<file path="config.mk">
export PLATFORM = sky130hd
export DESIGN_NAME = ftis_ctrl
export DESIGN_NICKNAME = d
export VERILOG_FILES = /design/src/ftis_pkg.sv /design/src/ftis_axil.sv /design/src/ftis_ctrl.sv
export SDC_FILE = /design/constraint.sdc
export NUM_CORES = 1
export LEC_CHECK = 0
export BUFFER_PORTS_ARGS = -buffer_cell sky130_fd_sc_hd__buf_2
export CAP_MARGIN = 5
export CORE_ASPECT_RATIO = 1.1
export CORE_MARGIN = 2
export CORE_UTILIZATION = 38
export DETAILED_ROUTE_END_ITERATION = 7
export HOLD_SLACK_MARGIN = 0.1
export PLACE_DENSITY = 0.71
export SETUP_SLACK_MARGIN = 0.15
export SLEW_MARGIN = 20
export SYNTH_ARGS = -nofsm -noshare
export SYNTH_HDL_FRONTEND = slang
export SYNTH_HIERARCHICAL = 1
export SYNTH_SLANG_ARGS = --single-unit
</file>
<file path="constraint.sdc">
create_clock -name clock -period 1.8 [get_ports clock]
set_input_delay 0.27 -clock clock [delete_from_list [all_inputs] [get_ports clock]]
set_output_delay 0.27 -clock clock [all_outputs]
set_load 0.005 [all_outputs]
</file>
<file path="src/ftis_pkg.sv">
package ftis_pkg;
    // Register byte addresses (index * 4 truncated to 8 bits, so indices 64 to 67 wrap to offsets 0 to 12)
    localparam int unsigned IDX_CTRL_A   = 13;
    localparam int unsigned IDX_CTRL_B   = 14;
    localparam int unsigned IDX_THRESH   = 15;
    localparam int unsigned IDX_MODE     = 64;
    localparam int unsigned IDX_FIFOCFG  = 65;
    localparam int unsigned IDX_STATUS   = 66;
    localparam int unsigned IDX_MASK     = 67;
    localparam logic [7:0]  ADDR_CTRL_A  = 8'(IDX_CTRL_A * 4);
    localparam logic [7:0]  ADDR_CTRL_B  = 8'(IDX_CTRL_B * 4);
    localparam logic [7:0]  ADDR_THRESH  = 8'(IDX_THRESH * 4);
    localparam logic [7:0]  ADDR_MODE    = 8'(IDX_MODE * 4);
    localparam logic [7:0]  ADDR_FIFOCFG = 8'(IDX_FIFOCFG * 4);
    localparam logic [7:0]  ADDR_STATUS  = 8'(IDX_STATUS * 4);
    localparam logic [7:0]  ADDR_MASK    = 8'(IDX_MASK * 4);
    // Control byte B fields
    localparam int unsigned B_FILL_SEL   = 7;
    localparam int unsigned B_FILL_CTL   = 6;
    localparam int unsigned B_TX_DONE    = 5;
    localparam int unsigned B_TX_START   = 4;
    localparam int unsigned B_SIG_EN     = 3;
    localparam int unsigned B_SIG_FLAG   = 2;
    localparam int unsigned B_LOCK_FLAG  = 1;
    localparam int unsigned B_LOCK_EN    = 0;
    // Control byte A: overrun flag
    localparam int unsigned A_OVERRUN    = 0;
    // Reset values
    localparam logic [7:0]  CTRL_B_RST   = 8'h01;
    localparam logic [7:0]  THRESH_RST   = 8'h00;
    localparam logic [1:0]  MODE_RST     = 2'h0;
    // Interrupt status bit layout
    localparam int unsigned NUM_EVT      = 4;
    localparam int unsigned E_TX_DONE    = 0;
    localparam int unsigned E_SIG        = 1;
    localparam int unsigned E_LOCK       = 2;
    localparam int unsigned E_OVERRUN    = 3;
    localparam logic [1:0]  RESP_OKAY    = 2'b00;
    localparam logic [1:0]  RESP_SLVERR  = 2'b10;
    typedef enum logic [1:0] {
        DM_CONT   = 2'b00,
        DM_BUFF   = 2'b01,
        DM_PACK0  = 2'b10,
        DM_PACK1  = 2'b11
    } ftis_mode_t;
endpackage : ftis_pkg

</file>
<file path="src/ftis_axil.sv">
`timescale 1ns/1ns
`default_nettype none
// AXI4-Lite slave front end: one write and one read in flight
module ftis_axil (
    // System
    input  wire logic        clock,
    input  wire logic        sys_rst,
    // AXI4-Lite
    input  wire logic [7:0]  awaddr,
    input  wire logic        awvalid,
    output var  logic        awready,
    input  wire logic [31:0] wdata,
    input  wire logic [3:0]  wstrb,
    input  wire logic        wvalid,
    output var  logic        wready,
    output var  logic [1:0]  bresp,
    output var  logic        bvalid,
    input  wire logic        bready,
    input  wire logic [7:0]  araddr,
    input  wire logic        arvalid,
    output var  logic        arready,
    output var  logic [31:0] rdata,
    output var  logic [1:0]  rresp,
    output var  logic        rvalid,
    input  wire logic        rready,
    // Register side
    output var  logic        wrStb,
    output var  logic [7:0]  wrAddr,
    output var  logic [7:0]  wrByte,
    output var  logic        rdStb,
    output var  logic [7:0]  rdAddr,
    input  wire logic [7:0]  rdByte,
    input  wire logic        rdHit,
    input  wire logic        wrHit
);
    logic       awHave_q;
    logic       wHave_q;
    logic [7:0] awAddr_q;
    logic [7:0] wByte_q;
    logic       wLane_q;
    logic       rdPend_q;

    // Readies are flops so every top-level output leaves a register
    assign wrStb   = awHave_q && wHave_q && !bvalid;
    assign wrAddr  = awAddr_q;
    // Only byte lane 0 carries data; other lanes are ignored
    assign wrByte  = wLane_q ? wByte_q : 8'h00;
    assign rdStb   = arvalid && arready;
    assign rdAddr  = araddr;

    ////////////////////////////////////////////////////////////////////////////
    always_ff @(posedge clock) begin
        if (sys_rst) begin
            awHave_q <= 1'b0;
            wHave_q  <= 1'b0;
            awAddr_q <= 8'h00;
            wByte_q  <= 8'h00;
            wLane_q  <= 1'b0;
            awready  <= 1'b1;
            wready   <= 1'b1;
            bvalid   <= 1'b0;
            bresp    <= ftis_pkg::RESP_OKAY;
        end else begin
            if (awvalid && awready) begin
                awHave_q <= 1'b1;
                awAddr_q <= awaddr;
                awready  <= 1'b0;
            end
            if (wvalid && wready) begin
                wHave_q <= 1'b1;
                wByte_q <= wdata[7:0];
                wLane_q <= wstrb[0];
                wready  <= 1'b0;
            end
            if (wrStb) begin
                awHave_q <= 1'b0;
                wHave_q  <= 1'b0;
                bvalid   <= 1'b1;
                bresp    <= wrHit ? ftis_pkg::RESP_OKAY : ftis_pkg::RESP_SLVERR;
            end else if (bvalid && bready) begin
                bvalid  <= 1'b0;
                awready <= 1'b1;
                wready  <= 1'b1;
            end
        end
    end

    ////////////////////////////////////////////////////////////////////////////
    always_ff @(posedge clock) begin
        if (sys_rst) begin
            rdPend_q <= 1'b0;
            arready  <= 1'b1;
            rvalid   <= 1'b0;
            rdata    <= 32'h0000_0000;
            rresp    <= ftis_pkg::RESP_OKAY;
        end else begin
            rdPend_q <= rdStb;
            if (rdStb) begin
                arready <= 1'b0;
            end
            if (rdPend_q) begin
                rvalid <= 1'b1;
                rdata  <= {24'h00_0000, rdByte};
                rresp  <= rdHit ? ftis_pkg::RESP_OKAY : ftis_pkg::RESP_SLVERR;
            end else if (rvalid && rready) begin
                rvalid  <= 1'b0;
                arready <= 1'b1;
            end
        end
    end
endmodule // ftis_axil
`default_nettype wire

</file>
<file path="src/ftis_ctrl.sv">
// Implementation choice: the AXI4-Lite register port.
`timescale 1ns/1ns
`default_nettype none
module ftis_ctrl #(
    parameter int unsigned CNT_W = 7
) (
    // System
    input  wire logic             clock,
    input  wire logic             sys_rst,
    // AXI4-Lite
    input  wire logic [7:0]       awaddr,
    input  wire logic             awvalid,
    output var  logic             awready,
    input  wire logic [31:0]      wdata,
    input  wire logic [3:0]       wstrb,
    input  wire logic             wvalid,
    output var  logic             wready,
    output var  logic [1:0]       bresp,
    output var  logic             bvalid,
    input  wire logic             bready,
    input  wire logic [7:0]       araddr,
    input  wire logic             arvalid,
    output var  logic             arready,
    output var  logic [31:0]      rdata,
    output var  logic [1:0]       rresp,
    output var  logic             rvalid,
    input  wire logic             rready,
    // Datapath status
    input  wire logic             syncDetect,
    input  wire logic             fifoFull,
    input  wire logic             fifoEmpty,
    input  wire logic [CNT_W-1:0] fifoCount,
    input  wire logic [CNT_W-1:0] fifoThreshold,
    input  wire logic             overrunEvent,
    input  wire logic             txLastBit,
    input  wire logic [7:0]       rssiValue,
    input  wire logic             synthLocked,
    // Datapath control
    output logic                  fifoFillEn_q,
    output logic                  fifoClear_q,
    output logic                  txStart_q,
    output logic                  irq0_q,
    // Lock pin, enable low while driving
    output logic                  lockPinOut_q,
    output logic                  lockPinOe_n_q,
    // Interrupt
    output logic                  irq_q
);
    logic        wrStb;
    logic [7:0]  wrAddr;
    logic [7:0]  wrByte;
    logic        rdStb;
    logic [7:0]  rdAddr;
    logic [7:0]  rdByte_d;
    logic        rdHit_d;
    logic        wrHit_d;
    logic [7:0]  ctrlB_q;
    logic [7:0]  thresh_q;
    logic [1:0]  mode_q;
    logic        txStartCfg_q;
    logic        overrun_q;
    logic        filling_q;
    logic        txDone_q;
    logic        sigFlag_q;
    logic        lockFlag_q;
    logic [ftis_pkg::NUM_EVT-1:0] evtStat_q;
    logic [ftis_pkg::NUM_EVT-1:0] evtMask_q;
    logic [ftis_pkg::NUM_EVT-1:0] evtSet;
    logic        isBuff;
    logic        isPack;
    logic        autoFill;
    logic        lockEn;
    logic        sigEn;
    logic        rdStatHold_q;

    function automatic logic wr1(input logic [7:0] a, input int unsigned b);
        return wrStb && (wrAddr == a) && wrByte[b];
    endfunction

    ftis_axil u_axil (
        .clock   (clock),
        .sys_rst (sys_rst),
        .awaddr  (awaddr),
        .awvalid (awvalid),
        .awready (awready),
        .wdata   (wdata),
        .wstrb   (wstrb),
        .wvalid  (wvalid),
        .wready  (wready),
        .bresp   (bresp),
        .bvalid  (bvalid),
        .bready  (bready),
        .araddr  (araddr),
        .arvalid (arvalid),
        .arready (arready),
        .rdata   (rdata),
        .rresp   (rresp),
        .rvalid  (rvalid),
        .rready  (rready),
        .wrStb   (wrStb),
        .wrAddr  (wrAddr),
        .wrByte  (wrByte),
        .rdStb   (rdStb),
        .rdAddr  (rdAddr),
        .rdByte  (rdByte_d),
        .rdHit   (rdHit_d),
        .wrHit   (wrHit_d)
    );

    assign isBuff   = (mode_q == ftis_pkg::DM_BUFF);
    assign isPack   = mode_q[1];
    assign autoFill = !ctrlB_q[ftis_pkg::B_FILL_SEL];
    assign lockEn   = ctrlB_q[ftis_pkg::B_LOCK_EN];
    assign sigEn    = ctrlB_q[ftis_pkg::B_SIG_EN];

    ////////////////////////////////////////////////////////////////////////////
    // Plain configuration registers
    always_ff @(posedge clock) begin
        if (sys_rst) begin
            ctrlB_q      <= ftis_pkg::CTRL_B_RST;
            thresh_q     <= ftis_pkg::THRESH_RST;
            mode_q       <= ftis_pkg::MODE_RST;
            evtMask_q    <= '0;
        end else if (wrStb) begin
            case (wrAddr)
                ftis_pkg::ADDR_CTRL_B: begin
                    ctrlB_q <= {wrByte[7], 1'b0, 1'b0, wrByte[4], wrByte[3], 2'b00, wrByte[0]};
                end
                ftis_pkg::ADDR_THRESH:  thresh_q  <= wrByte;
                ftis_pkg::ADDR_MODE:    mode_q    <= wrByte[1:0];
                ftis_pkg::ADDR_MASK:    evtMask_q <= wrByte[ftis_pkg::NUM_EVT-1:0];
                default:                mode_q    <= mode_q;
            endcase
        end
    end
    assign txStartCfg_q = ctrlB_q[ftis_pkg::B_TX_START];

    ////////////////////////////////////////////////////////////////////////////
    // FIFO fill control
    always_ff @(posedge clock) begin
        if (sys_rst) begin
            filling_q <= 1'b0;
        end else if (autoFill) begin
            if (wr1(ftis_pkg::ADDR_CTRL_B, ftis_pkg::B_FILL_CTL) && !overrun_q) begin
                filling_q <= 1'b0;
            end else if (syncDetect && isBuff) begin
                filling_q <= 1'b1;
            end
        end else if (wrStb && wrAddr == ftis_pkg::ADDR_CTRL_B && isBuff) begin
            filling_q <= wrByte[ftis_pkg::B_FILL_CTL];
        end
    end

    always_ff @(posedge clock) begin
        if (sys_rst) begin
            fifoFillEn_q <= 1'b0;
        end else begin
            fifoFillEn_q <= filling_q && isBuff;
        end
    end

    ////////////////////////////////////////////////////////////////////////////
    // Sticky flags; a set in the clearing cycle wins
    always_ff @(posedge clock) begin
        if (sys_rst) begin
            overrun_q  <= 1'b0;
            txDone_q   <= 1'b0;
            sigFlag_q  <= 1'b0;
            lockFlag_q <= 1'b0;
        end else begin
            if (overrunEvent) begin
                overrun_q <= 1'b1;
            end else if (wr1(ftis_pkg::ADDR_CTRL_A, ftis_pkg::A_OVERRUN)) begin
                overrun_q <= 1'b0;
            end
            if (txLastBit) begin
                txDone_q <= 1'b1;
            end else if (wr1(ftis_pkg::ADDR_CTRL_B, ftis_pkg::B_TX_DONE)) begin
                txDone_q <= 1'b0;
            end
            if (sigEn && rssiValue > thresh_q) begin
                sigFlag_q <= 1'b1;
            end else if (wr1(ftis_pkg::ADDR_CTRL_B, ftis_pkg::B_SIG_FLAG)) begin
                sigFlag_q <= 1'b0;
            end
            if (lockEn && synthLocked) begin
                lockFlag_q <= 1'b1;
            end else if (wr1(ftis_pkg::ADDR_CTRL_B, ftis_pkg::B_LOCK_FLAG)) begin
                lockFlag_q <= 1'b0;
            end
        end
    end

    always_ff @(posedge clock) begin
        if (sys_rst) begin
            fifoClear_q <= 1'b0;
        end else begin
            fifoClear_q <= wr1(ftis_pkg::ADDR_CTRL_A, ftis_pkg::A_OVERRUN);
        end
    end

    ////////////////////////////////////////////////////////////////////////////
    // Transmit start and IRQ_0 mapping
    always_ff @(posedge clock) begin
        if (sys_rst) begin
            txStart_q <= 1'b0;
            irq0_q    <= 1'b0;
        end else if (txStartCfg_q && (isBuff || isPack)) begin
            txStart_q <= !fifoEmpty;
            irq0_q    <= !fifoEmpty;
        end else if (isPack) begin
            txStart_q <= fifoCount >= fifoThreshold;
            irq0_q    <= fifoCount >= fifoThreshold;
        end else if (isBuff) begin
            txStart_q <= fifoFull;
            irq0_q    <= !fifoEmpty;
        end else begin
            txStart_q <= 1'b0;
            irq0_q    <= 1'b0;
        end
    end

    always_ff @(posedge clock) begin
        if (sys_rst) begin
            lockPinOut_q  <= 1'b0;
            lockPinOe_n_q <= 1'b1;
        end else begin
            lockPinOut_q  <= lockEn && synthLocked;
            lockPinOe_n_q <= !lockEn;
        end
    end

    ////////////////////////////////////////////////////////////////////////////
    // Interrupt status, cleared as the bus block captures it, set wins
    assign evtSet = {overrunEvent, lockEn && synthLocked,
                     sigEn && rssiValue > thresh_q, txLastBit};
    always_ff @(posedge clock) begin
        if (sys_rst) begin
            evtStat_q <= '0;
            irq_q     <= 1'b0;
        end else begin
            if (rdStatHold_q) begin
                evtStat_q <= evtSet;
            end else begin
                evtStat_q <= evtStat_q | evtSet;
            end
            irq_q <= |(evtStat_q & evtMask_q);
        end
    end

    // Read mux, captured by the bus block one cycle after the address
    logic [7:0] rdAddrHold_q;
    always_ff @(posedge clock) begin
        if (sys_rst) begin
            rdAddrHold_q <= 8'h00;
            rdStatHold_q <= 1'b0;
        end else begin
            rdAddrHold_q <= rdAddr;
            rdStatHold_q <= rdStb && (rdAddr == ftis_pkg::ADDR_STATUS);
        end
    end

    always_comb begin
        rdByte_d = 8'h00;
        rdHit_d  = 1'b1;
        case (rdAddrHold_q)
            ftis_pkg::ADDR_CTRL_A:  rdByte_d = {7'h00, overrun_q};
            ftis_pkg::ADDR_CTRL_B:  rdByte_d = {ctrlB_q[7], filling_q, txDone_q,
                                                ctrlB_q[4:3], sigFlag_q, lockFlag_q, ctrlB_q[0]};
            ftis_pkg::ADDR_THRESH:  rdByte_d = thresh_q;
            ftis_pkg::ADDR_MODE:    rdByte_d = {6'h00, mode_q};
            ftis_pkg::ADDR_FIFOCFG: rdByte_d = {6'h00, txStart_q, fifoFillEn_q};
            ftis_pkg::ADDR_STATUS:  rdByte_d = {4'h0, evtStat_q};
            ftis_pkg::ADDR_MASK:    rdByte_d = {4'h0, evtMask_q};
            default:                rdHit_d  = 1'b0;
        endcase
    end

    always_comb begin
        case (wrAddr)
            ftis_pkg::ADDR_CTRL_A, ftis_pkg::ADDR_CTRL_B, ftis_pkg::ADDR_THRESH,
            ftis_pkg::ADDR_MODE, ftis_pkg::ADDR_MASK: wrHit_d = 1'b1;
            default:                                  wrHit_d = 1'b0;
        endcase
    end

    ////////////////////////////////////////////////////////////////////////////
    // sync sets fill
    chk_sync_sets_fill: assert property (@(posedge clock) disable iff (sys_rst)
        autoFill && isBuff && syncDetect && !wrStb |=> filling_q)
        else $error("fill not set after sync");
    chk_rearm_clears: assert property (@(posedge clock) disable iff (sys_rst)
        autoFill && wrStb && wrAddr == ftis_pkg::ADDR_CTRL_B && wrByte[ftis_pkg::B_FILL_CTL]
        && !overrun_q |=> !filling_q)
        else $error("rearm did not clear fill");
    chk_tx_done_set: assert property (@(posedge clock) disable iff (sys_rst)
        txLastBit |=> txDone_q)
        else $error("tx done missing");
    chk_buff_start: assert property (@(posedge clock) disable iff (sys_rst)
        isBuff && !txStartCfg_q && $stable(mode_q) |=> txStart_q == $past(fifoFull))
        else $error("buffered start wrong");
    chk_ne_start: assert property (@(posedge clock) disable iff (sys_rst)
        mode_q != ftis_pkg::DM_CONT && txStartCfg_q |=> txStart_q == $past(!fifoEmpty))
        else $error("not-empty start wrong");
    chk_sig_flag: assert property (@(posedge clock) disable iff (sys_rst)
        sigEn && rssiValue > thresh_q |=> sigFlag_q)
        else $error("signal flag not set");
    chk_lock_pin: assert property (@(posedge clock) disable iff (sys_rst)
        !lockEn ##1 !lockEn |-> lockPinOe_n_q)
        else $error("lock pin driven while disabled");
    chk_overrun_clr: assert property (@(posedge clock) disable iff (sys_rst)
        wrStb && wrAddr == ftis_pkg::ADDR_CTRL_A && wrByte[ftis_pkg::A_OVERRUN]
        |=> fifoClear_q ##1 !fifoClear_q[*1])
        else $error("fifo clear pulse wrong");
    chk_flag_hold: assert property (@(posedge clock) disable iff (sys_rst)
        sigFlag_q && !(wrStb && wrAddr == ftis_pkg::ADDR_CTRL_B && wrByte[ftis_pkg::B_SIG_FLAG])
        |=> sigFlag_q)
        else $error("signal flag dropped");

    cov_auto_fill: cover property (@(posedge clock) disable iff (sys_rst)
        autoFill && isBuff && syncDetect ##1 filling_q);
    cov_pack_start: cover property (@(posedge clock) disable iff (sys_rst)
        isPack && !txStartCfg_q ##1 txStart_q);
    cov_irq_out: cover property (@(posedge clock) disable iff (sys_rst) irq_q);
endmodule // ftis_ctrl
`default_nettype wire

</file>
# Word level (Yosys, flattened, before mapping)
# Cells that the tools add are included.
# totals
reg_bits	80
inputBits	87
elab_cells	133
# classes
magnitude_cmp	2
n_eq_ne	13
mux	38
n_bitwise	2
reduce_logical	45
# op_table
cell	count
$pmux 8 s7	1
$eq 8x6->1 const B	6
$mux 1	33
$eq 8x4->1 const B	4
$logic_and 1x1->1	22
$logic_not 8->1	2
$reduce_bool 2->1	6
$reduce_and 2->1	5
$eq 8x3->1 const B	1
$gt 8x8->1	1
$mux 8	1
$ge 7x7->1	1
$reduce_or 7->1	1
$reduce_or 5->1	1
$and 4x4->4	1
$logic_not 1->1	4
$mux 2	2
$mux 4	1
$or 4x4->4	1
$reduce_or 4->1	1
$reduce_bool 3->1	1
$eq 2x1->1 const B	1
$ne 2x1->1 const B	1
$reduce_or 2->1	1
$logic_or 1x1->1	1

# Depth between registers and ports, before layout
# Gate-level depths: netlist of run 1.
# depth
depth_word	7
depth_mapped	7
depth_no_buf	6

# Modules after synthesis
# Netlist of run 1, hierarchy kept.
# by_module_without_submodules
module	instances	cells_per_inst	area_each_um2	seq_area_each_um2
ftis_ctrl	1	250	2219.6	860.8
ftis_axil	1	184	1577.8	700.7

# Least setup slack after synthesis of run 1
# Ideal clock, no wire load.
# synth_timing
kind	register to register
start	reg thresh_q[7]
end	reg sigFlag_q
t_arrival_ns	1.377
setup_slack_ns	0.282
stages_incl_launch_ff	7
path_buffers	0
period_less_slack_ns	1.518
cell_sequence	dfxtp_1 -> inv_1 -> ha_1 -> a21oi_1 -> o21ai_0 -> o311ai_0 -> o21ai_0
# synth_between
elab_chain_len	3
elab_cells_between_ends	4
classes_between	order compare (1); mux (1); reduce/logical (2)
# synth_rtl
element	line_no	rtl
from (decl)	ftis_ctrl.sv:58	logic [7:0] thresh_q;
from (signal assigned)	ftis_ctrl.sv:121	thresh_q <= ftis_pkg::THRESH_RST;
from (signal assigned)	ftis_ctrl.sv:129	ftis_pkg::ADDR_THRESH: thresh_q <= wrByte;
$gt 8x8->1 *	ftis_ctrl.sv:181	if (sigEn && rssiValue > thresh_q) begin
$logic_and 1x1->1 *	ftis_ctrl.sv:181	
$mux 1 / $reduce_bool 2->1 (equally long branches)	-	
to (signal assigned)	ftis_ctrl.sv:168	sigFlag_q <= 1'b0;
to (signal assigned)	ftis_ctrl.sv:182	sigFlag_q <= 1'b1;
to (signal assigned)	ftis_ctrl.sv:184	sigFlag_q <= 1'b0;
to (decl)	ftis_ctrl.sv:64	logic sigFlag_q;
# Mark *: on every way between the ends. The rest lies on a longest branch, timed or not.
# A chain may end at the register's enable or synchronous reset.

# Worst setup path after layout of run 1
# layout_timing
start	reg u_axil.bvalid
end	reg thresh_q[1]
# layout_between
elab_chain_len	3
# layout_rtl
element	line_no	rtl
from (decl)	ftis_axil.sv:17	output var logic bvalid,
from (signal assigned)	ftis_axil.sv:61	bvalid <= 1'b0;
from (signal assigned)	ftis_axil.sv:78	bvalid <= 1'b1;
from (signal assigned)	ftis_axil.sv:81	bvalid <= 1'b0;
$logic_not 1->1	ftis_axil.sv:44	assign wrStb = awHave_q && wHave_q && !bvalid;
$logic_and 1x1->1	ftis_axil.sv:44	
net wrStb	ftis_ctrl.sv:49	logic wrStb;
$reduce_and 2->1 (no source line)	-	
# The timed path passes the listed nets, and every way through them passes these cells.

==> results of run 1 <==
[how the worst max path moves through the flow]
stage | end | slack (ns) | depth (start not counted)
4_1_cts | sigFlag_q$_SDFFE_PP0P_ | 0.16 | 7
5_1_grt | thresh_q[1]$_SDFFE_PP0P_ | 0.11 | 5
2_1_floorplan | sigFlag_q$_SDFFE_PP0P_ | 0.28 | 6
3_3_place_gp | sigFlag_q$_SDFFE_PP0P_ | 0.13 | 7
3_5_place_dp | sigFlag_q$_SDFFE_PP0P_ | 0.04 | 7
6_report | thresh_q[1]$_SDFFE_PP0P_ | 0.22 | 5
[registers in the layout, summed over array words and instances (netlist names), 2 cells and up]
| name | flops |
|---|---|
| u_axil/wByte_q | 8 |
| evtStat_q | 4 |
| ctrlB_q | 4 |
| u_axil/wrAddr | 8 |
| thresh_q | 8 |
| rdAddrHold_q | 8 |
| u_axil/rdata | 8 |
| mode_q | 2 |
| evtMask_q | 4 |
[cells in the final DEF, fill, tap and decap left out, types with 3 or more instances in the layout]
master	synthesis	routed
buf_2	7	81
dfxtp_1	78	77
nor2_1	49	49
nand2_1	37	37
mux2i_1	33	33
a21oi_1	34	32
inv_1	28	28
conb_1	1	26
ha_1	15	15
nand3_1	14	14
o21ai_0	13	12
nor2b_1	12	12
clkbuf_8	0	10
and2_1	10	10
buf_4	35	7
nand4_1	6	6
a22oi_1	5	5
a211oi_1	5	5
clkinvlp_4	0	4
a211oi_2	3	3
and3_1	3	3
a31oi_1	3	3
[metal layers]
metal	wire, µm	up-vias	share of wire, %	GRT usage (%)
li1	-	1567	-	-
met1	3590	1411	42	18.5
met2	4260	91	50	29.8
met3	526	17	6.2	5.64
met4	140	0	1.6	5.09
met5	0	-	0	0
[final cells by class]
type	count	area share (%)
Multi-Input combinational cell	302	43.3
Sequential cell	78	35.8
Tap cell	120	3.44
Clock inverter	5	0.803
Timing Repair Buffer	89	11.0
Inverter	28	2.41
Clock buffer	11	3.24
[what timing repair did]
item | CTS | global route
pin swaps | 0 | 1
gates resized for setup | 1 | 6
endpoints found under the setup margin | 2 | 17
[power by group through the flow]
stage               Combinational [mW]  Sequential (mW)  Clock, mW
CTS                              0.355             1.84       1.19
finish                           0.358             1.84       1.15
detailed placement               0.351             1.88          0
global route                     0.408             1.85       1.28
global placement                 0.337             1.87          0
floorplan                        0.286             1.86          0
[cells by family after synthesis]
logic type,after synthesis
other,1
adder cells (fa/ha/maj),15
buffers and inverters,79
multiplexers,34
flip-flops,78
AND/OR/NAND/NOR,152
AO/OA/AOI/OAI,75
[per-stage QoR]
step                      hold slack, ns  power [mW]  instance area [µm²]  util [%]
after CTS                          0.114        3.39                 4340      44.3
final                              0.134        3.35                 4360      44.6
after floorplan                    0.370        2.14                 3890         -
after detailed placement           0.406        2.23                 4160      42.5
after global placement             0.408        2.21                 4160      42.5
after global routing               0.126        3.54                 4360      44.6
==> metrics.txt, run 1 <==
Logic pwr share=10.7%; die area=0.0108 mm²; Post-Synth XOR/XNOR Area=0%; initial antenna violation count=0; Synth cell types=51; max_cap viols=0; largest family of logic cells by synthesized area=simple AND/OR/NAND/NOR gates; total gr overflow=0; sw frac=25.8%; period utilisation layout=87.8%; Root Buffer Master=clkbuf_8; dominant synthesized flop cell=dfxtp_1; EDFF count, synth=0; RePlAce Congestion=0.827; worst reg2reg setup slack=0.22 ns; fraction of post-synthesis cell area in the top cell type by area=41.1%; register area share after synthesis=41.1%; critical path required time=2.04 ns; Multi-input gate area=0.00189 mm²; postcts setup bufs=0; initial core utilization=38.8%; crit path capture type=flip-flop; Worst-Margin Slew=0.589 ns; drt first-iter violations=94; final setup vio count=0; CTS H-tree lvls=3; Crit-path slowest cell=dfxtp_1; TNS Setup=0 ns; Worst Clk Skew=0.00718 ns; Post-Synth Simple-Gate Area=20.1%; Tot GR Track Use=16.6%; Max stage delay on crit path=0.35 ns; most numerous cell in the Yosys netlist=dfxtp_1; clock buffer depth=2; Setup crit start=u_axil/bvalid$_SDFFE_PP0P_; Synth top cells by count=dfxtp_1, nor2_1, nand2_1; global-route wire length before repair=14200 µm; post-route insts no fill=633; Die W=99.3 µm; worst min path class=input port to flip-flop; CTS Buf Count=9; Int Power=2.49 mW; Post-CTS Hold Buffers=0; Antenna Diode Count=0; largest net degree at the start of global routing=70; Post-Synth Adder-Cell Area=4.94%; share of cells above drive strength 1=23.4%; synth top area cells=dfxtp_1, mux2i_1, buf_4, ha_1, nor2_1; CP delay by family, top=simple AND/OR/NAND/NOR gates; DPL Wire Length=6540 µm; synthesized instance count=434; outcome=finished clean; CTS Sinks=78; I/O Buffers=81; Worst Hold Depth=2; startpoint type of the worst setup path=flip-flop; P_leak=2.03 nW; WL per Instance=13.5 µm; r2r worst-path depth=5; worst rel slew slack=60.7%; drt total wl=8520 µm; YS warnings=6; worst slack at placement=0.0424 ns; PwrDens=768 mW/mm²; Skew-Pair Late Insertion Delay=0.35 ns; Critical Path AT=1.82 ns; Reg clk slew, reported paths=0.08 ns; Post-Place Cells=617; mapped cell area=0.00380 mm²; Chip Height=109 µm; reg-to-reg startpoint=u_axil/bvalid$_SDFFE_PP0P_; Reg power frac=54.9%; RSZ-0062 raised after global routing=true; post-synthesis mux area share=9.29%; vias in the first global route=3091; post-synth top area cell=dfxtp_1; Synth Area in Compound Gates=12.4%; std cell rows=38; TritonRoute pass-1 iters=4; ANT nets after route=0; Fillers=994; Final Hold Fails=0; Final #Nets=610; Net Switching=0.863 mW; count of final max-slew check failures=0; ys async rst share=0%; Setup CP Type=flip-flop to flip-flop; Period minus WS final=1.58 ns; Mean Syn Cell Area=8.75 µm²; Synth-to-Final Area Change=14.9%; hold worst-path end=u_axil/wready$_SDFF_PP1_; Highest Clock Rate=0.633 GHz; clock share of power=34.4%; startpoint of the worst hold path=wvalid; critical-path maximum fanout=8; RR Endpoint=thresh_q[1]$_SDFFE_PP0P_; boundary pin count=135; CP Buf/Inv Count=0; FF+latch area=0.00156 mm²; drt via density=4.88; TritonCTS clock tree=done; critical path cell sequence=and3b_1 -> and4bb_2 -> nand3_2 -> mux2i_1 -> nor2_1; maximum vdd drop=488 µV; Vias=3086; Final Worst Setup Slack=0.220 ns; Remaining DRCs=0; Seq cells post-synth=78; Core Region=0.00979 mm²
No activity file was read; power rests on OpenSTA's default activity.
==> run 2, diff against run 1 <==
--- a/config.mk
+++ b/config.mk
@@ -13,6 +13,7 @@
 export DETAILED_ROUTE_END_ITERATION = 7
 export HOLD_SLACK_MARGIN = 0.1
 export PLACE_DENSITY = 0.71
+export REMOVE_ABC_BUFFERS = 1
 export SETUP_SLACK_MARGIN = 0.15
 export SLEW_MARGIN = 20
 export SYNTH_ARGS = -nofsm -noshare
==> constraint.sdc (replaced) <==
create_clock -name clock -period 1.8 [get_ports clock]
set_input_delay 0.36 -clock clock [delete_from_list [all_inputs] [get_ports clock]]
set_output_delay 0.36 -clock clock [all_outputs]
set_load 0.005 [all_outputs]
==> run 2 against run 1 <==
Compared with the run above: worst setup slack better by 0.00061 ns; clock skew is 0.0053 ns higher; clock-buffer cell count is 1 lower; combinational power is 2% higher; utilization is 0.32 points higher; power is 5.6% higher; via count is 1.3% lower; global-route usage is 1.0 points lower; wire length is 3.6% lower.
==> metrics.txt, run 2 (synthesis gave the netlist of run 1 again) <==
number of stages on the worst setup path=4 (was 5); TritonRoute pass-1 iters=4 (unchanged); startpoint type of the worst setup path=flip-flop (unchanged); I/O Buffers=81 (unchanged); Die W=99.3 µm (unchanged); Vias=3046 (was 3086); die area=0.0108 mm² (unchanged); vias in the first global route=2885 (was 3091); WL per Instance=13.0 µm (was 13.5 µm); share of cells above drive strength 1=23.4% (unchanged); Skew-Pair Late Insertion Delay=0.36 ns (was 0.35 ns); count of final max-slew check failures=0 (unchanged); critical path cell sequence=nor4_4 -> or3b_1 -> a211oi_2 -> a211oi_2 (was and3b_1 -> and4bb_2 -> nand3_2 -> mux2i_1 -> nor2_1); Core Region=0.00979 mm² (unchanged); Reg clk slew, reported paths=0.09 ns (was 0.08 ns); outcome=finished clean (unchanged); Int Power=2.61 mW (was 2.49 mW); worst slack at placement=-0.0164 ns (was 0.0424 ns); Max stage delay on crit path=0.40 ns (was 0.35 ns); Net Switching=0.930 mW (was 0.863 mW); Critical Path AT=1.83 ns (was 1.82 ns); CTS Buf Count=9 (unchanged); most common cell after layout, fill and taps aside=buf_2 (unchanged); Final #Nets=610 (unchanged); worst min path class=input port to flip-flop (unchanged); total gr overflow=0 (unchanged); sw frac=26.3% (was 25.8%); Post-CTS Hold Buffers=0 (unchanged); period utilisation layout=87.8% (about the same); critical-path maximum fanout=3 (was 8); maximum vdd drop=351 µV (was 488 µV); CP delay by family, top=simple AND/OR/NAND/NOR gates (unchanged); clock share of power=37.7% (was 34.4%); Core Util, Final=44.9% (was 44.6%); ANT nets after route=0 (unchanged); cell mode on critical path=a211oi_2; overall power=3.54 mW (was 3.35 mW); Logic pwr share=10.3% (was 10.7%); P_leak=2.05 nW (was 2.03 nW); CTS Sinks=78 (unchanged); Tot GR Track Use=15.6% (was 16.6%); initial core utilization=38.8% (unchanged); TNS Setup=0 ns (unchanged); r2r worst-path depth=4 (was 5); Chip Height=109 µm (unchanged); initial antenna violation count=0 (unchanged); crit path capture type=flip-flop (unchanged); Remaining DRCs=0 (unchanged); clock buffer depth=2 (unchanged); std cell rows=38 (unchanged); critical path required time=2.05 ns (was 2.04 ns); Antenna Diode Count=0 (unchanged); Setup CP Type=flip-flop to flip-flop (unchanged); max_cap viols=0 (unchanged); Reg power frac=51.9% (was 54.9%); DPL Wire Length=6310 µm (was 6540 µm); RSZ-0062 raised after global routing=true (unchanged); global-route wire length before repair=13200 µm (was 14200 µm); TritonCTS clock tree=done (unchanged); Worst Hold Depth=2 (unchanged); Final Hold Fails=0 (unchanged); drt total wl=8210 µm (was 8520 µm); boundary pin count=135 (unchanged); Worst Clk Skew=0.0125 ns (was 0.00718 ns); most frequent cells in the layout=buf_2, dfxtp_1, nor2_1, nand2_1 (was buf_2, dfxtp_1, nor2_1, nand2_1, mux2i_1); postcts setup bufs=0 (unchanged); CTS H-tree lvls=3 (unchanged); drt via density=4.81 (was 4.88); Root Buffer Master=clkbuf_8 (unchanged); final setup vio count=0 (unchanged); Fillers=967 (was 994); Period minus WS final=1.58 ns (about the same); RePlAce Congestion=0.862 (was 0.827); Synth-to-Final Area Change=15.7% (was 14.9%); CP Buf/Inv Count=0 (unchanged); Highest Clock Rate=0.633 GHz (about the same); drt first-iter violations=125 (was 94); worst rel slew slack=63.2% (was 60.7%); largest net degree at the start of global routing=52 (was 70); PwrDens=805 mW/mm² (was 768 mW/mm²); Crit-path slowest cell=or3b_1 (was dfxtp_1); Post-Place Cells=617 (unchanged); Final Worst Setup Slack=0.220 ns (about the same); post-route insts no fill=633 (unchanged); Worst-Margin Slew=0.552 ns (was 0.589 ns)
run 2: layout make-up:
cell class                 instances  area (µm²)  share of cell area (%)
timing repair buffer              89         478                    10.9
inverter                          28         105                    2.39
multi-input combinational        302        1900                    43.2
sequential                        78        1560                    35.5
clock inverter                     6        72.6                    1.65
tap                              120         150                    3.42
clock buffer                      10         128                    2.90
run 2: per-stage QoR:
stage          hold WS (ns)  instance area, µm²
6_report              0.225                4400
5_1_grt               0.225                4400
4_1_cts               0.217                4370
3_5_place_dp          0.412                4160
3_3_place_gp          0.414                4160
2_1_floorplan         0.379                3540
run 2: final timing paths:
kind                                  from                            to  slack [ns]
max reg2reg  u_axil/wrAddr[5]$_SDFFE_PP0P_  u_axil/bresp[1]$_SDFFE_PP0P_        0.22
max          u_axil/wrAddr[5]$_SDFFE_PP0P_  u_axil/bresp[1]$_SDFFE_PP0P_        0.22
min reg2reg        ctrlB_q[0]$_SDFFE_PP1N_      lockPinOe_n_q$_SDFF_PP1_        0.44
min                              araddr[0]    rdAddrHold_q[0]$_SDFF_PP0_        0.23
run 2: power by group through the flow:
stage               logic (mW)  registers [mW]  clock network, mW
floorplan                0.183            1.87                  0
global placement         0.346            1.87                  0
detailed placement       0.358            1.88                  0
CTS                      0.360            1.84               1.36
global route             0.418            1.85               1.44
finish                   0.365            1.84               1.34
run 2: worst reg2reg max path, stage by stage (launching register included):
cell and delay, ns:
dfxtp_1 0.36, nor4_4 0.33, or3b_1 0.40, a211oi_2 0.28, a211oi_2 0.10
run 2: layer usage:
layer | routed length (µm) | global-route usage (%) | part of all wire, % | up-vias
met5 | 0 | 0 | 0 | -
met4 | 99 | 5.58 | 1.2 | 0
met3 | 458 | 3.85 | 5.6 | 9
met2 | 3870 | 26.2 | 47 | 90
met1 | 3790 | 19.4 | 46 | 1375
li1 | - | - | - | 1572
run 2: what timing repair did:
item                       in CTS  in global routing
pin swaps                       0                  1
setup endpoints to repair       2                 11
resized for setup               2                  4
==> run 3, diff against run 2 <==
--- a/config.mk
+++ b/config.mk
@@ -18,5 +18,4 @@
 export SLEW_MARGIN = 20
 export SYNTH_ARGS = -nofsm -noshare
 export SYNTH_HDL_FRONTEND = slang
-export SYNTH_HIERARCHICAL = 1
 export SYNTH_SLANG_ARGS = --single-unit
==> constraint.sdc (replaced) <==
create_clock -name clock -period 1.5 [get_ports clock]
set_input_delay 0.3 -clock clock [delete_from_list [all_inputs] [get_ports clock]]
set_output_delay 0.3 -clock clock [all_outputs]
set_load 0.005 [all_outputs]
==> run 3 against run 2 <==
Compared with the run above: the flow now finishes with violations (negative setup slack); clock skew down 0.0038 ns; worst setup slack worse by 0.24 ns; sequential share of layout area down 3.5 points; critical path depth up 2; clock power up 53%; worst hold slack worse by 0.071 ns; cell count up 7.6%; fmax up 4.2%; synthesized area down 3.2%; non-clock buffer count up 24; utilization up 7.8 points; critical path type unchanged.
==> metrics.txt, run 3 <==
outcome=finished with violations (was finished clean); violated checks=negative setup slack; Seq cells post-synth=78 (unchanged); most numerous cell in the Yosys netlist=dfxtp_1 (unchanged); share of cells above drive strength 1=37.2% (was 23.4%); startpoint type of the worst setup path=flip-flop (unchanged); Fillers=845 (was 967); Synth-to-Final Area Change=34.7% (was 15.7%); Synth cell types=50 (was 51); period utilisation layout=101% (was 87.8%); Tot GR Track Use=18.6% (was 15.6%); Reg clk slew, reported paths=0.08 ns (was 0.09 ns); initial antenna violation count=0 (unchanged); startpoint of the worst hold path=wvalid (was araddr[0]); Remaining DRCs=0 (unchanged); Chip Height=107 µm (was 109 µm); reg-to-reg startpoint=rdAddrHold_q[5]$_SDFF_PP0_ (was u_axil/wrAddr[5]$_SDFFE_PP0P_); drt total wl=9780 µm (was 8210 µm); Worst Hold Depth=2 (unchanged); initial core utilization=39.1% (was 38.8%); std cell rows=37 (was 38); I/O Buffers=81 (unchanged); boundary pin count=135 (unchanged); global-route wire length before repair=15800 µm (was 13200 µm); P_leak=2.12 nW (was 2.05 nW); register area share after synthesis=42.5% (was 41.1%); Vias=3451 (was 3046); FF+latch area=0.00159 mm² (was 0.00156 mm²); Root Buffer Master=clkbuf_8 (unchanged); Multi-input gate area=0.00218 mm² (was 0.00190 mm²); count of final max-slew check failures=0 (unchanged); DPL Wire Length=6900 µm (was 6310 µm); ANT nets after route=0 (unchanged); Final Worst Setup Slack=-0.0161 ns (was 0.220 ns); final setup vio count=1 (was 0); vias in the first global route=3434 (was 2885); overall power=4.79 mW (was 3.54 mW); TritonRoute pass-1 iters=4 (unchanged); most common cell after layout, fill and taps aside=buf_2 (unchanged); largest net degree at the start of global routing=25 (was 52); mapped cell area=0.00368 mm² (was 0.00380 mm²); worst reg2reg setup slack=-0.02 ns (was 0.22 ns); RSZ-0062 raised after global routing=true (unchanged); RePlAce Congestion=0.878 (was 0.862); Final Hold Fails=0 (unchanged); synth top area cells=dfxtp_1, a21oi_1, nand2_1, buf_4, ha_1 (was dfxtp_1, mux2i_1, buf_4, ha_1, nor2_1); r2r worst-path depth=6 (was 4); CTS Sinks=78 (unchanged); CTS Buf Count=9 (unchanged); Final #Nets=661 (was 610); YS warnings=0 (was 6); fraction of post-synthesis cell area in the top cell type by area=42.5% (was 41.1%); post-synth top area cell=dfxtp_1 (unchanged); Core Region=0.00940 mm² (was 0.00979 mm²); TritonCTS clock tree=done (unchanged); Highest Clock Rate=0.660 GHz (was 0.633 GHz); worst min path class=input port to flip-flop (unchanged); Die W=97.8 µm (was 99.3 µm); hold worst-path end=u_axil.wready$_SDFF_PP1_ (was rdAddrHold_q[0]$_SDFF_PP0_); die area=0.0105 mm² (was 0.0108 mm²); Post-CTS Hold Buffers=0 (unchanged); crit path capture type=flip-flop (unchanged); Antenna Diode Count=0 (unchanged); max_cap viols=0 (unchanged); most frequent cells in the layout=buf_2, dfxtp_1, nand2_1, a21oi_1, nor2_1 (was buf_2, dfxtp_1, nor2_1, nand2_1); Core Util, Final=52.7% (was 44.9%); Period minus WS final=1.52 ns (was 1.58 ns); EDFF count, synth=0 (unchanged); synthesized instance count=453 (was 434); Worst Clk Skew=0.00866 ns (was 0.0125 ns); maximum vdd drop=546 µV (was 351 µV); dominant synthesized flop cell=dfxtp_1 (unchanged); drt first-iter violations=175 (was 125); WL per Instance=14.4 µm (was 13.0 µm); total gr overflow=0 (unchanged); Setup CP Type=flip-flop to flip-flop (unchanged); critical path required time=1.76 ns (was 2.05 ns); PwrDens=968 mW/mm² (was 805 mW/mm²); drt via density=5.07 (was 4.81); Synth top cells by count=dfxtp_1, nand2_1, a21oi_1 (was dfxtp_1, nor2_1, nand2_1); critical-path maximum fanout=4 (was 3); RR Endpoint=u_axil.rdata[3]$_SDFFE_PP0P_ (was u_axil/bresp[1]$_SDFFE_PP0P_); Mean Syn Cell Area=8.12 µm² (was 8.75 µm²); ys async rst share=0% (unchanged); Critical Path AT=1.77 ns (was 1.83 ns); CTS H-tree lvls=3 (unchanged); clock buffer depth=2 (unchanged); Skew-Pair Late Insertion Delay=0.35 ns (was 0.36 ns)
[run 3: stage by stage]
step	setup TNS, ns	area, µm²	hold WS [ns]	instances	worst slack (ns)
floorplan	-0.381	3510	0.369	435	-0.144
global placement	-0.562	4240	0.450	657	-0.263
detailed placement	-0.783	4240	0.461	657	-0.299
CTS	-0.0231	4820	0.148	677	-0.0231
global route	-1.11	4950	0.169	681	-0.117
finish	-0.0161	4950	0.154	681	-0.0161
[run 3: routing by layer]
metal  up-vias  global-route usage (%)  wire length [µm]
met1      1586                    21.7              4090
met2       120                    33.3              4900
li1       1722                       -                 -
met5         -                       0                 0
met4         0                    7.14               278
met3        23                    4.24               508
[run 3: worst max path at each step]
stage	startpoint	endpoint	slack (ns)	cells past startpoint
after detailed placement	fifoThreshold[4]	irq0_q$_SDFF_PP0_	-0.30	8
after global placement	fifoThreshold[4]	irq0_q$_SDFF_PP0_	-0.26	8
after global routing	thresh_q[4]$_SDFFE_PP0P_	sigFlag_q$_SDFFE_PP0P_	-0.12	7
after floorplan	fifoThreshold[4]	irq0_q$_SDFF_PP0_	-0.14	7
after CTS	u_axil.wrAddr[6]$_SDFFE_PP0P_	overrun_q$_SDFFE_PP0P_	-0.02	5
final	rdAddrHold_q[5]$_SDFF_PP0_	u_axil.rdata[3]$_SDFFE_PP0P_	-0.02	6
[run 3: power by group]
group,switching (mW),leakage [nW],internal [mW],total (mW)
Clock,0.780,0.130,1.27,2.05
Combinational,0.274,1.35,0.247,0.522
Sequential,0.0756,0.644,2.14,2.22
Total,1.13,2.12,3.66,4.79
[run 3: cell families after synthesis]
group                      count (synthesis)  synth area share (%)
and+or+nand+nor                          181                  24.5
AOI/OAI and AO/OA                        100                  16.3
DFF                                       78                  42.5
buffers and inverters                     73                  10.1
adders and majority gates                 15                  5.10
muxes                                      5                  1.36
other                                      1                 0.102
[run 3: layout make-up]
type	count	share of cell area (%)
inverter	30	2.32
sequential	78	32.0
timing repair buffer	113	13.4
clock inverter	6	2.70
tap	117	2.96
multi-input combinational	327	44.0
clock buffer	10	2.58
[run 3: worst max-delay path, stage by stage (launching register included)]
cell and delay (ns):
dfxtp_2 0.35, nor4_4 0.27, buf_4 0.17, buf_4 0.10, and3_4 0.18, a221oi_2 0.05, o41ai_2 0.30
[run 3: what timing repair did]
action,CTS,global route
gates resized for setup,85,23
pin swaps,27,23
endpoints found under the setup margin,33,37
buffers inserted,4,4
